$ cat src/core/startup_cfg_consts.svh
// constants of the startup configuration and protection register set
`ifndef STARTUP_CFG_CONSTS_SVH
`define STARTUP_CFG_CONSTS_SVH

// ---------------------------------------------------------------
// register indices (byte address = 4 * index)
// ---------------------------------------------------------------
`define SCP_IDX_SYSTEM_OPTIONS 6'h39
`define SCP_IDX_MAP_POSITION 6'h3D
`define SCP_IDX_STARTUP_CONFIG 6'h3F
`define SCP_IDX_MODE_STATUS 6'h30

// ---------------------------------------------------------------
// reset values and field positions
// ---------------------------------------------------------------
`define SCP_RST_SYSTEM_OPTIONS 8'h10
`define SCP_RST_MAP_POSITION 8'h01
`define SCP_RST_MAP_PLACE 8'h00
`define SCP_OPT_IRQ_EDGE 5
`define SCP_OPT_STOP_DELAY 4
`define SCP_OPT_CLK_MON 3
`define SCP_OPT_RATE_HI 1
`define SCP_OPT_RATE_LO 0
`define SCP_CFG_WDOG_DIS 2
`define SCP_CFG_ROM_EN 1
`define SCP_ROM_PAGE_EXPANDED 4'h7
`define SCP_ROM_PAGE_DEFAULT 4'hF

// ---------------------------------------------------------------
// timing counts in bus-clock cycles
// ---------------------------------------------------------------
`define SCP_PROTECT_WINDOW 7'h40
`define SCP_POR_DELAY 12'hFE0
`define SCP_STOP_DELAY_LONG 12'hFA0
`define SCP_STOP_DELAY_SHORT 12'h004
`define SCP_INT_RESET_LEN 3'h4
`define SCP_WDOG_PRESCALE_LOG2 15

`endif

$ cat src/core/startup_cfg_pkg.sv
// types of the startup configuration and protection register set
package startup_cfg_pkg;

  typedef struct packed {
    logic irq_edge_select;
    logic stop_exit_delay_enable;
    logic clock_monitor_enable;
    logic [1:0] watchdog_rate_select;
  } options_t;

  typedef struct packed {
    logic [3:0] ram_page;
    logic [3:0] reg_page;
  } map_pos_t;

  typedef struct packed {
    logic watchdog_disable;
    logic rom_enable;
  } config_t;

  typedef enum logic [1:0] {
    VEC_NORMAL = 2'b00,
    VEC_CLOCK_MONITOR = 2'b01,
    VEC_WATCHDOG = 2'b10
  } reset_vector_t;

  typedef enum logic [1:0] {
    RST_POWER_ON = 2'b00,
    RST_INTERNAL = 2'b01,
    RST_PIN_WAIT = 2'b10,
    RST_RUN = 2'b11
  } reset_state_t;

endpackage

$ cat src/core/startup_config_protect_regs.sv
// startup configuration, memory map position and option registers with write protection
//
// Local design decision: the Wishbone register port.
`timescale 1ns/1ps
`include "startup_cfg_consts.svh"

module startup_config_protect_regs #(
  parameter int PRESCALE_LOG2 = `SCP_WDOG_PRESCALE_LOG2
) (
  // clock and reset
  input wire logic sys_clk,
  input wire logic arst_n,
  // wishbone slave
  input wire logic wb_cyc_i,
  input wire logic wb_stb_i,
  input wire logic wb_we_i,
  input wire logic [7:0] wb_adr_i,
  input wire logic [3:0] wb_sel_i,
  input wire logic [31:0] wb_dat_i,
  output logic [31:0] wb_dat_o,
  output logic wb_ack_o,
  // mode pins and reset sources
  input wire logic mode_pin_a,
  input wire logic mode_pin_b,
  input wire logic ext_reset_n,
  input wire logic watchdog_timeout,
  input wire logic clock_monitor_fail,
  // cpu side
  output logic core_reset,
  output startup_cfg_pkg::reset_vector_t reset_vector,
  input wire logic stop_wake,
  output logic stop_resume,
  // memory decode
  input wire logic [15:0] cpu_addr,
  output logic sel_regs,
  output logic sel_ram,
  output logic sel_rom,
  // configuration to the rest of the chip
  output startup_cfg_pkg::config_t cfg_out,
  output startup_cfg_pkg::options_t opt_out,
  output logic watchdog_tick
);

  // ---------------------------------------------------------------
  // helpers
  // ---------------------------------------------------------------
  function automatic logic page_is(input logic [15:0] a, input logic [3:0] page);
    page_is = (a[15:12] == page);
  endfunction

  localparam int WDW = PRESCALE_LOG2 + 6;

  function automatic logic [WDW-1:0] rate_mask(input logic [1:0] rate);
    logic [WDW-1:0] m;
    m = '0;
    for (int i = 0; i < WDW; i++)
    begin
      if (i < PRESCALE_LOG2 + 2 * int'(rate))
      begin
        m[i] = 1'b1;
      end
    end
    rate_mask = m;
  endfunction

  // ---------------------------------------------------------------
  // reset sequencing
  // ---------------------------------------------------------------
  startup_cfg_pkg::reset_state_t rst_state_q;
  logic [11:0] rst_cnt_q;
  logic in_reset;
  logic special_q;
  logic expanded_q;
  startup_cfg_pkg::config_t cfg_q;
  startup_cfg_pkg::options_t opt_q;

  assign in_reset = (rst_state_q != startup_cfg_pkg::RST_RUN);

  // power-on delay, then pin wait; internal sources take a short reset
  always_ff @(posedge sys_clk or negedge arst_n)
  begin
    if (!arst_n)
    begin
      rst_state_q <= startup_cfg_pkg::RST_POWER_ON;
      rst_cnt_q <= 12'h000;
    end
    else
    begin
      case (rst_state_q)
        startup_cfg_pkg::RST_POWER_ON:
        begin
          if (rst_cnt_q == `SCP_POR_DELAY - 12'h001)
          begin
            rst_state_q <= startup_cfg_pkg::RST_PIN_WAIT;
            rst_cnt_q <= 12'h000;
          end
          else
          begin
            rst_cnt_q <= rst_cnt_q + 12'h001;
          end
        end
        startup_cfg_pkg::RST_INTERNAL:
        begin
          if (rst_cnt_q == {9'h000, `SCP_INT_RESET_LEN} - 12'h001)
          begin
            rst_state_q <= startup_cfg_pkg::RST_PIN_WAIT;
            rst_cnt_q <= 12'h000;
          end
          else
          begin
            rst_cnt_q <= rst_cnt_q + 12'h001;
          end
        end
        startup_cfg_pkg::RST_PIN_WAIT:
        begin
          if (ext_reset_n)
          begin
            rst_state_q <= startup_cfg_pkg::RST_RUN;
          end
        end
        default:
        begin
          rst_cnt_q <= 12'h000;
          if (!ext_reset_n)
          begin
            rst_state_q <= startup_cfg_pkg::RST_PIN_WAIT;
          end
          else if ((watchdog_timeout && !cfg_q.watchdog_disable)
            || (clock_monitor_fail && opt_q.clock_monitor_enable))
          begin
            rst_state_q <= startup_cfg_pkg::RST_INTERNAL;
          end
        end
      endcase
    end
  end

  // vector: pin wins over internal sources, as the pin means an outside reset
  always_ff @(posedge sys_clk or negedge arst_n)
  begin
    if (!arst_n)
    begin
      reset_vector <= startup_cfg_pkg::VEC_NORMAL;
    end
    else if (rst_state_q == startup_cfg_pkg::RST_RUN)
    begin
      if (!ext_reset_n)
      begin
        reset_vector <= startup_cfg_pkg::VEC_NORMAL;
      end
      else if (watchdog_timeout && !cfg_q.watchdog_disable)
      begin
        reset_vector <= startup_cfg_pkg::VEC_WATCHDOG;
      end
      else if (clock_monitor_fail && opt_q.clock_monitor_enable)
      begin
        reset_vector <= startup_cfg_pkg::VEC_CLOCK_MONITOR;
      end
    end
  end

  always_ff @(posedge sys_clk or negedge arst_n)
  begin
    if (!arst_n)
    begin
      core_reset <= 1'b1;
    end
    else
    begin
      core_reset <= in_reset;
    end
  end

  // ---------------------------------------------------------------
  // write protection window
  // ---------------------------------------------------------------
  logic [6:0] win_cnt_q;
  logic win_open;
  logic wr_cfg_q;
  logic wr_opt_q;
  logic wr_map_q;
  logic [7:0] map_q;

  assign win_open = (win_cnt_q != `SCP_PROTECT_WINDOW);

  always_ff @(posedge sys_clk or negedge arst_n)
  begin
    if (!arst_n)
    begin
      win_cnt_q <= 7'h00;
    end
    else if (in_reset)
    begin
      win_cnt_q <= 7'h00;
    end
    else if (win_open)
    begin
      win_cnt_q <= win_cnt_q + 7'h01;
    end
  end

  // ---------------------------------------------------------------
  // wishbone slave
  // ---------------------------------------------------------------
  logic req;
  logic wr;
  logic [5:0] idx;
  logic prot_ok;

  assign req = wb_cyc_i && wb_stb_i && !wb_ack_o;
  assign idx = wb_adr_i[7:2];
  assign wr = req && wb_we_i && wb_sel_i[0] && !in_reset;
  assign prot_ok = special_q || win_open;

  always_ff @(posedge sys_clk or negedge arst_n)
  begin
    if (!arst_n)
    begin
      wb_ack_o <= 1'b0;
    end
    else
    begin
      wb_ack_o <= req;
    end
  end

  always_ff @(posedge sys_clk or negedge arst_n)
  begin
    if (!arst_n)
    begin
      wb_dat_o <= 32'h00000000;
    end
    else if (req && !wb_we_i)
    begin
      if (idx == `SCP_IDX_SYSTEM_OPTIONS)
      begin
        wb_dat_o <= {26'h0000000, opt_q.irq_edge_select, opt_q.stop_exit_delay_enable,
          opt_q.clock_monitor_enable, 1'b0, opt_q.watchdog_rate_select};
      end
      else if (idx == `SCP_IDX_STARTUP_CONFIG)
      begin
        wb_dat_o <= {29'h00000000, cfg_q.watchdog_disable, cfg_q.rom_enable, 1'b0};
      end
      else if (idx == `SCP_IDX_MAP_POSITION)
      begin
        wb_dat_o <= {24'h000000, map_q};
      end
      else if (idx == `SCP_IDX_MODE_STATUS)
      begin
        wb_dat_o <= {24'h000000, reset_vector, wr_map_q, wr_opt_q, wr_cfg_q, win_open,
          expanded_q, special_q};
      end
      else
      begin
        wb_dat_o <= 32'h00000000;
      end
    end
  end

  // ---------------------------------------------------------------
  // mode latch
  // ---------------------------------------------------------------
  always_ff @(posedge sys_clk or negedge arst_n)
  begin
    if (!arst_n)
    begin
      special_q <= 1'b0;
      expanded_q <= 1'b0;
    end
    else if (in_reset)
    begin
      special_q <= !mode_pin_b;
      expanded_q <= mode_pin_a && mode_pin_b;
    end
    else if (wr && idx == `SCP_IDX_MODE_STATUS && !wb_dat_i[0])
    begin
      special_q <= 1'b0;
    end
  end

  // ---------------------------------------------------------------
  // startup configuration latch
  // ---------------------------------------------------------------
  always_ff @(posedge sys_clk or negedge arst_n)
  begin
    if (!arst_n)
    begin
      cfg_q <= '{watchdog_disable: 1'b0, rom_enable: 1'b1};
      wr_cfg_q <= 1'b0;
    end
    else if (in_reset)
    begin
      cfg_q.watchdog_disable <= !mode_pin_b;
      cfg_q.rom_enable <= 1'b1;
      wr_cfg_q <= 1'b0;
    end
    else if (wr && idx == `SCP_IDX_STARTUP_CONFIG && prot_ok
      && (special_q || !wr_cfg_q))
    begin
      cfg_q.watchdog_disable <= wb_dat_i[`SCP_CFG_WDOG_DIS];
      cfg_q.rom_enable <= wb_dat_i[`SCP_CFG_ROM_EN];
      wr_cfg_q <= 1'b1;
    end
  end

  // ---------------------------------------------------------------
  // system options
  // ---------------------------------------------------------------
  always_ff @(posedge sys_clk or negedge arst_n)
  begin
    if (!arst_n)
    begin
      opt_q <= 5'(`SCP_RST_SYSTEM_OPTIONS >> 1);
      wr_opt_q <= 1'b0;
    end
    else if (in_reset)
    begin
      opt_q.irq_edge_select <= 1'b0;
      opt_q.stop_exit_delay_enable <= 1'b1;
      opt_q.clock_monitor_enable <= 1'b0;
      opt_q.watchdog_rate_select <= 2'b00;
      wr_opt_q <= 1'b0;
    end
    else if (wr && idx == `SCP_IDX_SYSTEM_OPTIONS)
    begin
      opt_q.clock_monitor_enable <= wb_dat_i[`SCP_OPT_CLK_MON];
      if (prot_ok && (special_q || !wr_opt_q))
      begin
        opt_q.irq_edge_select <= wb_dat_i[`SCP_OPT_IRQ_EDGE];
        opt_q.stop_exit_delay_enable <= wb_dat_i[`SCP_OPT_STOP_DELAY];
        opt_q.watchdog_rate_select <= wb_dat_i[`SCP_OPT_RATE_HI:`SCP_OPT_RATE_LO];
        wr_opt_q <= 1'b1;
      end
    end
  end

  // ---------------------------------------------------------------
  // memory map position
  // ---------------------------------------------------------------
  startup_cfg_pkg::map_pos_t map_pos;
  // decode keeps both blocks on page 0 until software moves them
  assign map_pos = wr_map_q ? map_q : `SCP_RST_MAP_PLACE;

  always_ff @(posedge sys_clk or negedge arst_n)
  begin
    if (!arst_n)
    begin
      map_q <= `SCP_RST_MAP_POSITION;
      wr_map_q <= 1'b0;
    end
    else if (in_reset)
    begin
      map_q <= `SCP_RST_MAP_POSITION;
      wr_map_q <= 1'b0;
    end
    else if (wr && idx == `SCP_IDX_MAP_POSITION && win_open && !wr_map_q)
    begin
      map_q <= wb_dat_i[7:0];
      wr_map_q <= 1'b1;
    end
  end

  // ---------------------------------------------------------------
  // address decode, registered
  // ---------------------------------------------------------------
  logic hit_regs;
  logic hit_ram;
  logic hit_rom;

  // low nibble is the register page, high nibble the ram page
  assign hit_regs = page_is(cpu_addr, map_pos.reg_page) && cpu_addr[11:6] == 6'h00;
  assign hit_ram = page_is(cpu_addr, map_pos.ram_page) && cpu_addr[11:8] == 4'h0
    && cpu_addr[7:6] != 2'b00;
  assign hit_rom = cfg_q.rom_enable && page_is(cpu_addr, expanded_q
    ? `SCP_ROM_PAGE_EXPANDED : `SCP_ROM_PAGE_DEFAULT);

  always_ff @(posedge sys_clk or negedge arst_n)
  begin
    if (!arst_n)
    begin
      sel_regs <= 1'b0;
      sel_ram <= 1'b0;
      sel_rom <= 1'b0;
    end
    else
    begin
      sel_regs <= hit_regs;
      sel_ram <= hit_ram && !hit_regs;
      sel_rom <= hit_rom && !hit_regs && !hit_ram;
    end
  end

  // ---------------------------------------------------------------
  // stop exit delay
  // ---------------------------------------------------------------
  logic [11:0] stop_cnt_q;
  logic stop_busy_q;

  always_ff @(posedge sys_clk or negedge arst_n)
  begin
    if (!arst_n)
    begin
      stop_cnt_q <= 12'h000;
      stop_busy_q <= 1'b0;
      stop_resume <= 1'b0;
    end
    else if (in_reset)
    begin
      stop_busy_q <= 1'b0;
      stop_resume <= 1'b0;
    end
    else if (!stop_busy_q)
    begin
      stop_resume <= 1'b0;
      if (stop_wake)
      begin
        stop_busy_q <= 1'b1;
        stop_cnt_q <= (opt_q.stop_exit_delay_enable ? `SCP_STOP_DELAY_LONG
          : `SCP_STOP_DELAY_SHORT) - 12'h001;
      end
    end
    else if (stop_cnt_q == 12'h000)
    begin
      stop_busy_q <= 1'b0;
      stop_resume <= 1'b1;
    end
    else
    begin
      stop_cnt_q <= stop_cnt_q - 12'h001;
    end
  end

  // ---------------------------------------------------------------
  // watchdog time base
  // ---------------------------------------------------------------
  logic [WDW-1:0] wd_cnt_q;

  always_ff @(posedge sys_clk or negedge arst_n)
  begin
    if (!arst_n)
    begin
      wd_cnt_q <= '0;
      watchdog_tick <= 1'b0;
    end
    else if (in_reset)
    begin
      wd_cnt_q <= '0;
      watchdog_tick <= 1'b0;
    end
    else
    begin
      wd_cnt_q <= wd_cnt_q + WDW'(1);
      watchdog_tick <= (wd_cnt_q & rate_mask(opt_q.watchdog_rate_select))
        == rate_mask(opt_q.watchdog_rate_select);
    end
  end

  // ---------------------------------------------------------------
  // configuration outputs
  // ---------------------------------------------------------------
  always_ff @(posedge sys_clk or negedge arst_n)
  begin
    if (!arst_n)
    begin
      cfg_out <= '{watchdog_disable: 1'b0, rom_enable: 1'b1};
      opt_out <= 5'(`SCP_RST_SYSTEM_OPTIONS >> 1);
    end
    else
    begin
      cfg_out <= cfg_q;
      opt_out <= opt_q;
    end
  end

endmodule

$ cat config.mk
export PLATFORM = sky130hd
export DESIGN_NAME = startup_config_protect_regs
export DESIGN_NICKNAME = d
export VERILOG_FILES = /design/src/core/startup_cfg_pkg.sv /design/src/core/startup_config_protect_regs.sv
export VERILOG_INCLUDE_DIRS = /design/src /design/src/core
export SDC_FILE = /design/constraint.sdc
export NUM_CORES = 1
export LEC_CHECK = 0
export ABC_AREA = 1
export BUFFER_PORTS_ARGS = -buffer_cell sky130_fd_sc_hd__buf_2
export CAP_MARGIN = 20
export CELL_PAD_IN_SITES_DETAIL_PLACEMENT = 1
export CELL_PAD_IN_SITES_GLOBAL_PLACEMENT = 1
export CORE_AREA = 2 2 141 143
export CTS_CLUSTER_SIZE = 30
export DETAILED_ROUTE_END_ITERATION = 10
export DIE_AREA = 0 0 143 145
export PLACE_DENSITY = 0.68
export SYNTH_ARGS = -nofsm -noshare
export SYNTH_HDL_FRONTEND = slang
export SYNTH_SLANG_ARGS = --single-unit
$ cat constraint.sdc
create_clock -name sys_clk -period 4.2 [get_ports sys_clk]
set_clock_uncertainty 0.15 [all_clocks]
set_input_delay 0.84 -clock sys_clk [delete_from_list [all_inputs] [get_ports sys_clk]]
set_output_delay 0.84 -clock sys_clk [all_outputs]
set_load 0.02 [all_outputs]
Word level (Yosys, flattened, before mapping) --
Cells that the tools add are included.
Storage, ports and cells: flip-flop bits (word level) 123, input port bits 71, output and inout bits 48
Cells by class: add/subtract/negate cells 6, $lt $le $gt $ge 21, equal/unequal tests 22, muxes and demuxes 92, bitwise operators 2, reductions and logical operators 57
Operators with widths (count):
- 5-bit by 32-bit less-than comparator with 1-bit output, first input constant | 8
- 4-bit by 32-bit less-than comparator with 1-bit output, first input constant | 4
- 6-bit by 32-bit less-than comparator with 1-bit output, first input constant | 4
- 12-bit 2-to-1 mux | 6
- 3-bit by 32-bit less-than comparator with 1-bit output, first input constant | 2
- 1-bit 2-to-1 mux | 59
- 8-bit 2-to-1 mux | 7
- 12-bit one-hot mux with 3 select lines | 1
- 1-bit by 32-bit less-than comparator with 1-bit output, first input constant | 1
- 2-bit by 32-bit less-than comparator with 1-bit output, first input constant | 1
- 1-bit logical AND | 26
- 6-bit == test, second input constant | 4
- 2-bit 2-to-1 mux | 12
- 12-bit by 1-bit subtractor with 12-bit output, second input constant | 2
- 21-bit by 1-bit adder with 21-bit output, second input constant | 1
- 21-bit bitwise AND | 1
- 21-bit == test | 1
- 21-bit 2-to-1 mux | 1
- 2-bit nonzero test | 8
- 7-bit 2-to-1 mux | 2
- 12-bit by 1-bit adder with 12-bit output, second input constant | 1
- 12-bit == test, second input constant | 1
- 12-bit by 2-bit == test with 1-bit output, second input constant | 1
- 4-bit == test | 3
- 23 further kinds | 43

Logic depth before layout (Yosys ltp) --
depth in word-level cells 10, mapped depth 11, mapped depth without buffers 11

Worst setup path after synthesis --
No wires, ideal clock.
path type in2reg, start point in wb_adr_i[6], end point reg map_q[6], setup time 0.117 ns, arrival 1.670 ns, required time 3.933 ns, slack 2.263 ns, stages 8, path buffers 1, cells stage by stage nand2_1 inv_1 nand2_1 nor2_4 nand4_4 buf_6 nand3_2 o21ai_2
Between the ends: longest elaborated chain between the ends 5
Ends and longest elaborated chain:
- start, declared | line startup_config_protect_regs.sv:17 | input wire logic [7:0] wb_adr_i,
- 6-bit == test (no line)
- 1-bit logical AND (no line)
- 1-bit logical AND (2 in series) | line startup_config_protect_regs.sv:356 | else if (wr && idx == `SCP_IDX_MAP_POSITION && win_open && !wr_map_q)
- 2-bit nonzero test (no line)
- end signal, assigned | line startup_config_protect_regs.sv:348 | map_q <= `SCP_RST_MAP_POSITION;
- end signal, assigned | line startup_config_protect_regs.sv:353 | map_q <= `SCP_RST_MAP_POSITION;
- end signal, assigned | line startup_config_protect_regs.sv:358 | map_q <= wb_dat_i[7:0];
- end, declared | line startup_config_protect_regs.sv:182 | logic [7:0] map_q;
Every way passes these cells. A chain may end at the register's enable or synchronous reset.

Worst setup path after layout --
start point reg rst_state_q[1], end point reg map_q[1]
Between the ends: longest elaborated chain between the ends 7, elaborated cells between the ends (all ways) 8, those cells by class 1 x eq/ne; 1 x mux; 6 x reduce/logical
Ends and longest elaborated chain:
- start, declared | line startup_config_protect_regs.sv:69 | startup_cfg_pkg::reset_state_t rst_state_q;
- start signal, assigned | line startup_config_protect_regs.sv:84 | rst_state_q <= startup_cfg_pkg::RST_POWER_ON;
- start signal, assigned | line startup_config_protect_regs.sv:94 | rst_state_q <= startup_cfg_pkg::RST_PIN_WAIT;
- start signal, assigned | line startup_config_protect_regs.sv:106 | rst_state_q <= startup_cfg_pkg::RST_PIN_WAIT;
- 2-bit != test (*) | line startup_config_protect_regs.sv:77 | assign in_reset = (rst_state_q != startup_cfg_pkg::RST_RUN);
- 1-bit logical NOT | line startup_config_protect_regs.sv:212 | assign wr = req && wb_we_i && wb_sel_i[0] && !in_reset;
- 1-bit logical AND | line startup_config_protect_regs.sv:212
- 1-bit logical AND (no line)
- 1-bit logical AND (2 in series) | line startup_config_protect_regs.sv:356
- 2-bit nonzero test (no line)
Every way passes the cells marked *; elsewhere a longest branch is shown, timed or not.

==> metrics.md <==
| Metric | Value |
|---|---|
| Status | finished clean |
| RSZ-0062 raised after global routing | false |
| Clk slew on worst S/H paths | 70 ps |
| Post-synth top area share | 40.8% |
| Worst Path Buf+Inv | 0 |
| Total CTS buffers | 9 |
| Global-route usage over all layers | 14.5% |
| Synth warn | 0 |
| Setup Fix Bufs, Post-CTS | 0 |
| Total grt overflow | 0 |
| Starting Density | 29.7% |
| Via-to-Cell Ratio | 4.54 |
| CP Launch Type | flop |
| Diodes inserted | 0 |
| Area Overhead vs Synth | 13.2% |
| EDFF count, synth | 0 |
| Largest net degree at the start of global routing | 72 |
| Top_reg_cell synth | dfrtp_1 |
| Antenna Nets Post-Route | 0 |
| IO Pins | 119 |
| Post-CTS Resized | 0 |
| Post-layout nets | 913 |
| Worst path max stage delay | 510 ps |
| Leading area contributor after synthesis | dfrtp_1 |
| VDD IR max | 0.000187 V |
| Longest Clk Path Bufs | 2 |
| Fin crit period | 2260 ps |
| Die footprint | 20700 sq um |
| Worst-Skew Late Latency | 360 ps |
| Setup TNS | 0 ps |
| Crit path arrival time | 2360 ps |
| Pwr/cell area | 511 nW/um^2 |
| Placed Cells | 1086 |
| H-tree depth | 3 |
| Die height | 145 um |
| Core area | 19200 sq um |
| Unique masters post-synth | 35 |
| Async set-or-reset flop fraction in the synthesized netlist | 100% |
| Post-synthesis register bit count | 99 |
| Slew headroom | 37.9% |
| DRT iter0 DRCs | 215 |
| Ratio of cells with drive above 1 in the final layout | 12.7% |
| Avg Inst Size Synth | 7.36 sq um |
| Setup violators final | 0 |
| Synth area leaders | dfrtp_1, nand2_1, nor2_1 |
| Num rows | 51 |
| Initial antenna violation count | 0 |
| CTS tree | yes |
| Global-route wire length before repair | 24400 um |
| Mapped Cells | 775 |
| Clock sinks | 99 |
| Most common cell in the netlist | nand2_1 |
| DP HPWL | 11000 um |
| Min Hold Slack | 248 ps |
| Vias in the first global route | 5024 |
| Most frequent cells after synthesis | nand2_1, nor2_1, dfrtp_1, inv_1, nand3_1 |
| Post-Route WL | 14600 um |
| CP Capture Type | flop |
| Drt first pass iters | 4 |
| Layout Cells excl Fill | 1102 |
| Worst endpoint required time | 4290 ps |
| CP max FO | 30 |
| Pwr Total | 3.30 mW |
| Residual DRC | 0 |
| Via count | 5000 |
| Buffers on Ports | 59 |
| Fin util | 33.6% |
| Gpl congestion | 0.833 |
| Final hold violation count | 0 |
| Clock root buffer | clkbuf_16 |
| Die X | 143 um |
| Register area share after synthesis | 43.6% |
| Max-cap violation count | 0 |
| # hold bufs at CTS | 0 |
| Final period utilization | 53.9% |
| Setup CP Type | flop to flop |
| Synthesized cell area | 5700 sq um |
| HP Class | flop to flop |
| Cells along the critical path | nand2_2 -> nor3_4 -> nand4_4 -> nand3_1 -> o21ai_2 |
| Wire per inst | 13.3 um |
| Max Slew Vio Count | 0 |
| Crit-path leading delay family | simple AND/OR/NAND/NOR gates |
| F_max | 442 MHz |
| Worst Tran Pin Value | 931 ps |
| Critical path's slowest cell | nor3_4 |
| Lkg Pwr | 3.11 nW |
## cells by family (layout without fill, tap and decap cells)
family / Yosys count / in the layout / share of synthesized area (%)
flip-flops: 99 / 99 / 43.6
other: 1 / 24 / 0.0658
XOR/XNOR: 19 / 19 / 2.92
buffers and inverters: 128 / 167 / 10.5
AND/OR/NAND/NOR: 439 / 439 / 33.1
adder cells (fa/ha/maj): 10 / 10 / 2.19
AO/OA/AOI/OAI: 79 / 79 / 7.62
## area by class of cell
type / count / area (sq um)
Sequential cell: 99 / 2480
Multi-Input combinational cell: 571 / 2700
Tap cell: 265 / 332
Clock buffer: 9 / 225
Fill cell: 2437 / 12800
Inverter: 89 / 334
Clock inverter: 7 / 53.8
Timing Repair Buffer: 62 / 320
## where the power goes
group	total, mW	switching, mW	leakage [nW]	internal [mW]
Sequential	1.31	0.155	1.31	1.16
Combinational	1.18	0.826	1.68	0.355
Clock	0.805	0.400	0.122	0.405
## placed cells by master (no fill, tap or decap), types with 10 or more instances in the layout
cell type  count
a21oi_1       19
nor3_1        13
inv_1         86
conb_1        24
nand2_1      230
buf_2         58
ha_1          10
nand3_1       68
dfrtp_1       93
nor2_1        96
nand4_1       16
o21ai_0       42
xor2_1        11
## final timing paths
check / from / to / slack, ps / depth (start not counted)
max: rst_state_q[1]$_DFFE_PN0P_ / map_q[1]$_DFFE_PN0P_ / 1940 / 5
min: cfg_q[0]$_DFFE_PN1P_ / cfg_out[0]$_DFF_PN1_ / 250 / 0
max reg2reg: rst_state_q[1]$_DFFE_PN0P_ / map_q[1]$_DFFE_PN0P_ / 1940 / 5
min reg2reg: cfg_q[0]$_DFFE_PN1P_ / cfg_out[0]$_DFF_PN1_ / 250 / 0
max in group asynchronous: arst_n / cfg_q[0]$_DFFE_PN1P_ / 2560 / 2
min in group asynchronous: arst_n / stop_cnt_q[10]$_DFFE_PN0P_ / 450 / 1
## layer usage
metal	global-route usage, %	part of all wire (%)
met3	1.72	3.4
met2	23.8	46
met4	5.20	1.6
met1	19.7	49
met5	0	0
## through the flow
step	area [sq um]	setup slack (ps)
after floorplan	5790	2260
after global placement	6170	1710
after detailed placement	6170	1710
after CTS	6450	1880
after global routing	6450	1640
final	6450	1940
## state kept, by name, summed over array words and instances (netlist names), 5 cells and up
signal / count
map_q: 8
opt_out: 5
opt_q: 5
rst_cnt_q: 12
stop_cnt_q: 12
wb_dat_o: 8
wd_cnt_q: 21
win_cnt_q: 7
Power figures use the tool's default switching activity.
